===== src/rtl/pmc_pkg.sv =====
package pmc_pkg;

    // power modes of the secure element core
    typedef enum logic [2:0] {
        PMC_BOOT,
        PMC_RUN,
        PMC_IDLE,
        PMC_PD,
        PMC_DPD
    } pmc_mode_t;

    // host-link events that the protocol engine hands over
    typedef struct packed {
        logic session_end;
        logic sda;
    } pmc_link_t;

    // gating and supply controls toward the core
    typedef struct packed {
        logic clk_en;
        logic cpu_run;
        logic ret_hold;
        logic pad_hold;
        logic logic_pwr;
        logic supply_out;
        logic i2c_pwr;
    } pmc_ctrl_t;

    localparam int PMC_BOOT_CYCLES = 16;
    localparam int PMC_PAD_W = 8;
    localparam logic [7:0] PMC_PAD_RST = 8'h00;
    localparam logic PMC_SDA_IDLE = 1'b1;

endpackage


===== src/rtl/pmc_edge.sv =====
`timescale 1ns/100ps
// falling-edge detector on a synchronous level
module pmc_edge (
    // clock and reset
    input wire logic clk_i,
    input wire logic nrst_i,
    // level in, pulse out
    input wire logic lvl_i,
    output logic fall_o
);
    import pmc_pkg::*;

    logic prev;

    always_ff @(posedge clk_i or negedge nrst_i) begin
        if (!nrst_i) begin
            prev <= PMC_SDA_IDLE;
        end else begin
            prev <= lvl_i;
        end
    end

    assign fall_o = prev & ~lvl_i;
endmodule


===== src/rtl/pmc_top.sv =====
`timescale 1ns/100ps
// Notes on behaviour
// - a session-end request from the host puts the device into retentive power-down
// - in power-down all core clocks are gated and the processor halts
// - processor registers and RAM keep their contents through power-down
// - on entering power-down each output pad holds its current level
// - a falling edge on the target data line ends power-down
// - with contact interface on, contact reset ends power-down into idle
// - deep-sleep enable pin low enters deep power-down
// - deep power-down removes logic power and the switched supply; I2C pads stay
// - deep power-down keeps no state; volatile contents are lost
// - deep-sleep enable pin high leaves deep power-down
// - contact reset is ignored unless the contact interface is enabled
module pmc_top #(
    parameter int PAD_W = pmc_pkg::PMC_PAD_W,
    parameter int BOOT_CYCLES = pmc_pkg::PMC_BOOT_CYCLES
) (
    // clock and reset
    input wire logic clk_i,
    input wire logic nrst_i,
    // host link and pins
    input pmc_pkg::pmc_link_t link_i,
    input wire logic deep_sleep_enable_pin_i,
    input wire logic contact_rst_n_i,
    input wire logic contact_if_en_i,
    // pad levels from the core
    input wire logic [PAD_W-1:0] pad_core_i,
    // controls and status
    output pmc_pkg::pmc_ctrl_t ctrl_o,
    output pmc_pkg::pmc_mode_t mode_o,
    output logic core_rst_n_o,
    output logic [PAD_W-1:0] pad_o,
    output logic switched_supply_out_o
);
    import pmc_pkg::*;

    // wide enough to hold BOOT_CYCLES - 1 for any BOOT_CYCLES
    localparam int CW = $clog2(BOOT_CYCLES + 1);

    pmc_mode_t mode;
    pmc_mode_t next_mode;
    logic [CW-1:0] boot_cnt;
    logic [PAD_W-1:0] pad_latch;
    logic sda_fall;
    logic contact_wake;
    logic clk_on;
    logic cpu_on;
    logic ret_on;
    logic pad_freeze;
    logic core_pwr;
    logic supply_on;
    logic pads_pwr;

    // -----------------------------------------------------------------
    // wake detection
    // -----------------------------------------------------------------
    // the edge detector runs on the free clock, not the gated core clock,
    // otherwise a frozen core could never see its own wake edge
    pmc_edge u_sda_edge (
        .clk_i(clk_i),
        .nrst_i(nrst_i),
        .lvl_i(link_i.sda),
        .fall_o(sda_fall)
    );

    // with only the host link in use the contact reset pin has no effect
    assign contact_wake = contact_if_en_i & ~contact_rst_n_i;

    // -----------------------------------------------------------------
    // mode sequencing
    // -----------------------------------------------------------------
    // the deep-sleep pin overrides every mode, a boot in progress too,
    // because the core supply is about to go away
    always_comb begin
        next_mode = mode;
        if (!deep_sleep_enable_pin_i) begin
            next_mode = PMC_DPD;
        end else begin
            unique case (mode)
                PMC_DPD: begin
                    // pin back high: power returns and the core boots from cold
                    next_mode = PMC_BOOT;
                end
                PMC_BOOT: begin
                    if (boot_cnt == CW'(BOOT_CYCLES - 1)) begin
                        next_mode = PMC_RUN;
                    end
                end
                PMC_RUN, PMC_IDLE: begin
                    if (link_i.session_end) begin
                        next_mode = PMC_PD;
                    end
                end
                PMC_PD: begin
                    // contact reset wins when both wake sources arrive together
                    if (contact_wake) begin
                        next_mode = PMC_IDLE;
                    end else if (sda_fall) begin
                        next_mode = PMC_RUN;
                    end
                end
            endcase
        end
    end

    // mode_o below mirrors this register
    always_ff @(posedge clk_i or negedge nrst_i) begin
        if (!nrst_i) begin
            mode <= PMC_BOOT;
        end else begin
            mode <= next_mode;
        end
    end

    // boot counter restarts every time the supply comes back
    always_ff @(posedge clk_i or negedge nrst_i) begin
        if (!nrst_i) begin
            boot_cnt <= '0;
        end else if (mode != PMC_BOOT) begin
            boot_cnt <= '0;
        end else if (boot_cnt != CW'(BOOT_CYCLES - 1)) begin
            boot_cnt <= boot_cnt + CW'(1);
        end
    end

    // -----------------------------------------------------------------
    // pad hold
    // -----------------------------------------------------------------
    // the latch follows the core while awake and freezes on entry
    always_ff @(posedge clk_i or negedge nrst_i) begin
        if (!nrst_i) begin
            pad_latch <= PAD_W'(PMC_PAD_RST);
        end else if (mode != PMC_PD && next_mode == PMC_PD) begin
            pad_latch <= pad_core_i;
        end else if (mode != PMC_PD) begin
            pad_latch <= pad_core_i;
        end
    end

    // pad_o is registered, so the held level is the one driven in the last
    // awake cycle and cannot glitch at the entry edge
    always_ff @(posedge clk_i or negedge nrst_i) begin
        if (!nrst_i) begin
            pad_o <= PAD_W'(PMC_PAD_RST);
        end else if (next_mode == PMC_PD) begin
            pad_o <= (mode == PMC_PD) ? pad_latch : pad_core_i;
        end else begin
            pad_o <= pad_core_i;
        end
    end

    // -----------------------------------------------------------------
    // core controls
    // -----------------------------------------------------------------
    // every control but i2c_pwr (tied high) is registered from next_mode, so all of them move on the
    // same edge as mode_o and the core never sees a half-changed mode
    always_ff @(posedge clk_i or negedge nrst_i) begin
        if (!nrst_i) begin
            mode_o <= PMC_BOOT;
        end else begin
            mode_o <= next_mode;
        end
    end

    // idle keeps its clocks running; only the two power-down modes stop them
    always_ff @(posedge clk_i or negedge nrst_i) begin
        if (!nrst_i) begin
            clk_on <= 1'b0;
            cpu_on <= 1'b0;
        end else begin
            clk_on <= (next_mode != PMC_PD) && (next_mode != PMC_DPD);
            cpu_on <= (next_mode == PMC_RUN);
        end
    end

    always_ff @(posedge clk_i or negedge nrst_i) begin
        if (!nrst_i) begin
            ret_on <= 1'b0;
            pad_freeze <= 1'b0;
        end else begin
            ret_on <= (next_mode == PMC_PD);
            pad_freeze <= (next_mode == PMC_PD);
        end
    end

    // the host-side pads stay supplied in every mode, otherwise neither the
    // wake edge nor the deep-sleep pin could be seen
    always_ff @(posedge clk_i or negedge nrst_i) begin
        if (!nrst_i) begin
            core_pwr <= 1'b0;
            supply_on <= 1'b0;
            pads_pwr <= 1'b0;
        end else begin
            core_pwr <= (next_mode != PMC_DPD);
            supply_on <= (next_mode != PMC_DPD);
            pads_pwr <= 1'b1;
        end
    end

    // core held in reset through deep sleep and boot; state is gone
    always_ff @(posedge clk_i or negedge nrst_i) begin
        if (!nrst_i) begin
            core_rst_n_o <= 1'b0;
        end else begin
            core_rst_n_o <= (next_mode != PMC_DPD) && (next_mode != PMC_BOOT);
        end
    end

    // plain wiring: every field below already comes from a flop
    assign switched_supply_out_o = supply_on;

    assign ctrl_o = '{
        clk_en: clk_on,
        cpu_run: cpu_on,
        ret_hold: ret_on,
        pad_hold: pad_freeze,
        logic_pwr: core_pwr,
        supply_out: supply_on,
        i2c_pwr: pads_pwr
    };
endmodule

===== config.mk =====
export PLATFORM = sky130hd
export DESIGN_NAME = pmc_top
export DESIGN_NICKNAME = d
export VERILOG_FILES = /design/src/rtl/pmc_pkg.sv /design/src/rtl/pmc_edge.sv /design/src/rtl/pmc_top.sv
export SDC_FILE = /design/constraint.sdc
export NUM_CORES = 1
export LEC_CHECK = 0
export BUFFER_PORTS_ARGS = -buffer_cell sky130_fd_sc_hd__buf_4
export CORE_MARGIN = 2
export CORE_UTILIZATION = 54
export DETAILED_ROUTE_END_ITERATION = 8
export PLACE_DENSITY = 0.93
export SETUP_SLACK_MARGIN = 0.4
export SYNTH_ARGS = -nofsm -noshare
export SYNTH_HDL_FRONTEND = slang
export SYNTH_SLANG_ARGS = --single-unit
export TNS_END_PERCENT = 100

===== constraint.sdc =====
create_clock -name clk_i -period 3.75 [get_ports clk_i]
set_clock_uncertainty 0.15 [all_clocks]
set_input_delay 0.375 -clock clk_i [delete_from_list [all_inputs] [get_ports clk_i]]
set_output_delay 0.375 -clock clk_i [all_outputs]
set_load 0.02 [all_outputs]

==> results.tsv <==
metric	value	unit
Bufs on Longest Clock Path	2	
CTS tree	yes	
Nets	145	
Critical path buffers and inverters	0	
die width	52.9	um
LEAKAGE	0.789	nW
worst relative slew slack	65.6	%
crit path cell chain	ha_1 -> and3_1 -> ha_1 -> mux2_2 -> o22ai_1 -> a211oi_4 -> mux2_2	
final RePlAce weighted congestion	0.751	
area of the die	2790	um2
CP Launch Type	flip-flop	
vias in the first global route	882	
Avg Inst Size Synth	13.9	um2
commonest cells after routing, fill and taps aside	buf_4 (34), dfrtp_1 (30), mux2_2 (17), nor2_1 (9), clkbuf_4 (5)	
Area growth syn-to-layout	24.1	%
Cell Rows	17	
GR Util All Layers	19.5	%
Final TNS setup	0	ns
Setup violations, final	0	
arrival time of the worst setup path	2.55	ns
clock root cell	clkbuf_4	
largest net degree at the start of global routing	32	
Starting DRT DRC Count	7	
outcome	completed	
Core ar.	2230	um2
post-layout minimum cycle time	2.49	ns
fillers	168	
pwr/cell area	375	nW/um2
cells after synthesis	93	
CTS buffer count	5	
first-pass GRT wire length	3.68	mm
MaxCap Viol Count	0	
number of I/O port buffers	34	
Max Fclk	402	MHz
ANT cells	0	
Least-Margin Pin Slew	0.514	ns
DR pass1 iterations	2	
worst vdd ir	0.394	mV
share of layout cells above drive strength 1	48.1	%
sequential area share after synthesis	60.3	%
CP delay by family, top	multiplexers	
clk_lat worst skew	0.33	ns
Die Ht	52.9	um
fin util	71.6	%
Worst path slowest cell	a211oi_4	
crit path max fanout	10	
vias per cell	5.13	
number of antenna violations at the first check in global routing	0	
H-tree levels	2	
delay of the slowest critical-path stage	0.46	ns
I/O pins	35	
Critical Path End Type	flip-flop	
WL/cell	14.0	um
critical path class	reg -> reg	
most common cell after layout, fill and taps aside	buf_4	
vias after detailed routing	806	
Mapped Area	1290	um2
grt total ovfl	0	
DP HPWL	1.61	mm
final wirelength	2.20	mm
Final ANT Viol Nets	0	
Max Slew Vio Count	0	
Starting Density	57.7	%
HP Class	in -> reg	
postcts setup bufs	0	
Worst-path clk slew	0.09	ns
RSZ-0062 raised after global routing	no	
CP required	3.81	ns
yosys warns	0	
Cell variety after synth	26	
Mapped Nets	110	
Synth Register Bits	31	
DRC viols	0	
Hold Fails Final Rpt	0	
# clock sinks	31	
Final period util	66.3	%
## power breakdown
| group | internal [mW] | leakage (nW) | total (mW) | switching [mW] |
|---|---|---|---|---|
| sequential | 0.349 | 0.381 | 0.355 | 0.00670 |
| clock | 0.0729 | 0.0293 | 0.180 | 0.107 |
| combinational | 0.0326 | 0.379 | 0.0645 | 0.0319 |
| total | 0.454 | 0.789 | 0.600 | 0.146 |
## cell usage after synthesis
library cell  instances  area share (%)
a21oi_1               2            0.78
nand4b_1              1            0.68
and2b_1               1            0.58
mux2_2               17              15
buf_4                 7             4.1
a211oi_4              1             1.6
xor2_1                2             1.4
ha_1                  2             1.9
clkbuf_1              2            0.58
nand2_1               1            0.29
and2_1                1            0.49
conb_1                1            0.29
or3_2                 1            0.58
inv_1                 3            0.87
mux2i_1               2             1.6
o21a_1                1            0.58
nor2b_1               1            0.49
nand2b_1              2            0.97
xnor2_1               1            0.68
dfrtp_1              30              58
and3_1                1            0.49
nor2_1                9             2.6
o22ai_1               1            0.49
a31o_4                1             1.4
dfstp_2               1             2.0
nand3b_4              1             1.6
## state kept, by name (all words and copies together), names as in the netlist
signal                 count
pads_pwr                   1
pad_freeze                 1
cpu_on                     1
core_rst_n_o               1
pad_o                      8
u_sda_edge.prev            1
pad_latch                  8
switched_supply_out_o      1
mode_o                     3
boot_cnt                   5
clk_on                     1
## stage by stage
stage	std cells	cell area (um2)	power, mW	hold WS [ns]	setup slack (ns)
floorplan	93	1290	0.392	-0.0706	1.42
global placement	146	1520	0.421	0.167	1.36
detailed placement	146	1520	0.425	0.171	1.25
CTS	157	1600	0.610	0.113	1.23
global route	157	1600	0.632	0.113	1.08
finish	157	1600	0.600	0.136	1.26
## cells by family (layout without fill, tap and decap cells)
logic type	Yosys count	after routing	synth area share [%]
flops	31	31	60.3
mux	19	19	16.4
simple gates	19	19	8.74
buf+inv	12	48	5.53
compound gates	6	6	4.76
xor+xnor	3	3	2.04
fa+ha+maj	2	2	1.94
other cells	1	1	0.291
## layer usage
metal  routed length [um]  global-route usage [%]  up-vias  part of all wire, %
met5                    0                       0        -                    0
met4                   69                    10.3        0                  3.1
met3                  150                    7.91        7                  6.8
met2                 1150                    32.9       28                   52
met1                  834                    20.7      398                   38
li1                     -                       -      373                    -
## path summary, 6_finish.rpt
kind	from	endpoint	slack [ns]	cells past startpoint
min in group asynchronous	nrst_i	cpu_on	0.34	2
worst min register to register	pad_latch[7]	pad_latch[7]	0.35	1
worst max-delay path	boot_cnt[0]	pad_o[2]	1.26	7
max in group asynchronous	nrst_i	u_sda_edge.prev	2.78	2
worst min-delay path	pad_core_i[6]	pad_o[6]	0.14	2
worst max register to register	boot_cnt[0]	pad_o[2]	1.26	7
## repair_timing
| action | 4_1_cts | 5_1_grt |
|---|---|---|
| hold buffers | 3 | 0 |
| endpoints found under the hold margin | 32 | 0 |
| resized for setup | 0 | 0 |
## area by class of cell
| type | count | area, um2 | area share, % |
|---|---|---|---|
| repair buffers | 37 | 285 | 17.8 |
| inverters | 3 | 11.3 | 0.704 |
| well taps | 28 | 35.0 | 2.19 |
| clock buffers | 7 | 45.0 | 2.82 |
| multi-input cells | 50 | 440 | 27.5 |
| clock inverters | 1 | 5.00 | 0.313 |
| flip-flops and latches | 31 | 777 | 48.6 |
No activity file was read; power rests on OpenSTA's default activity.
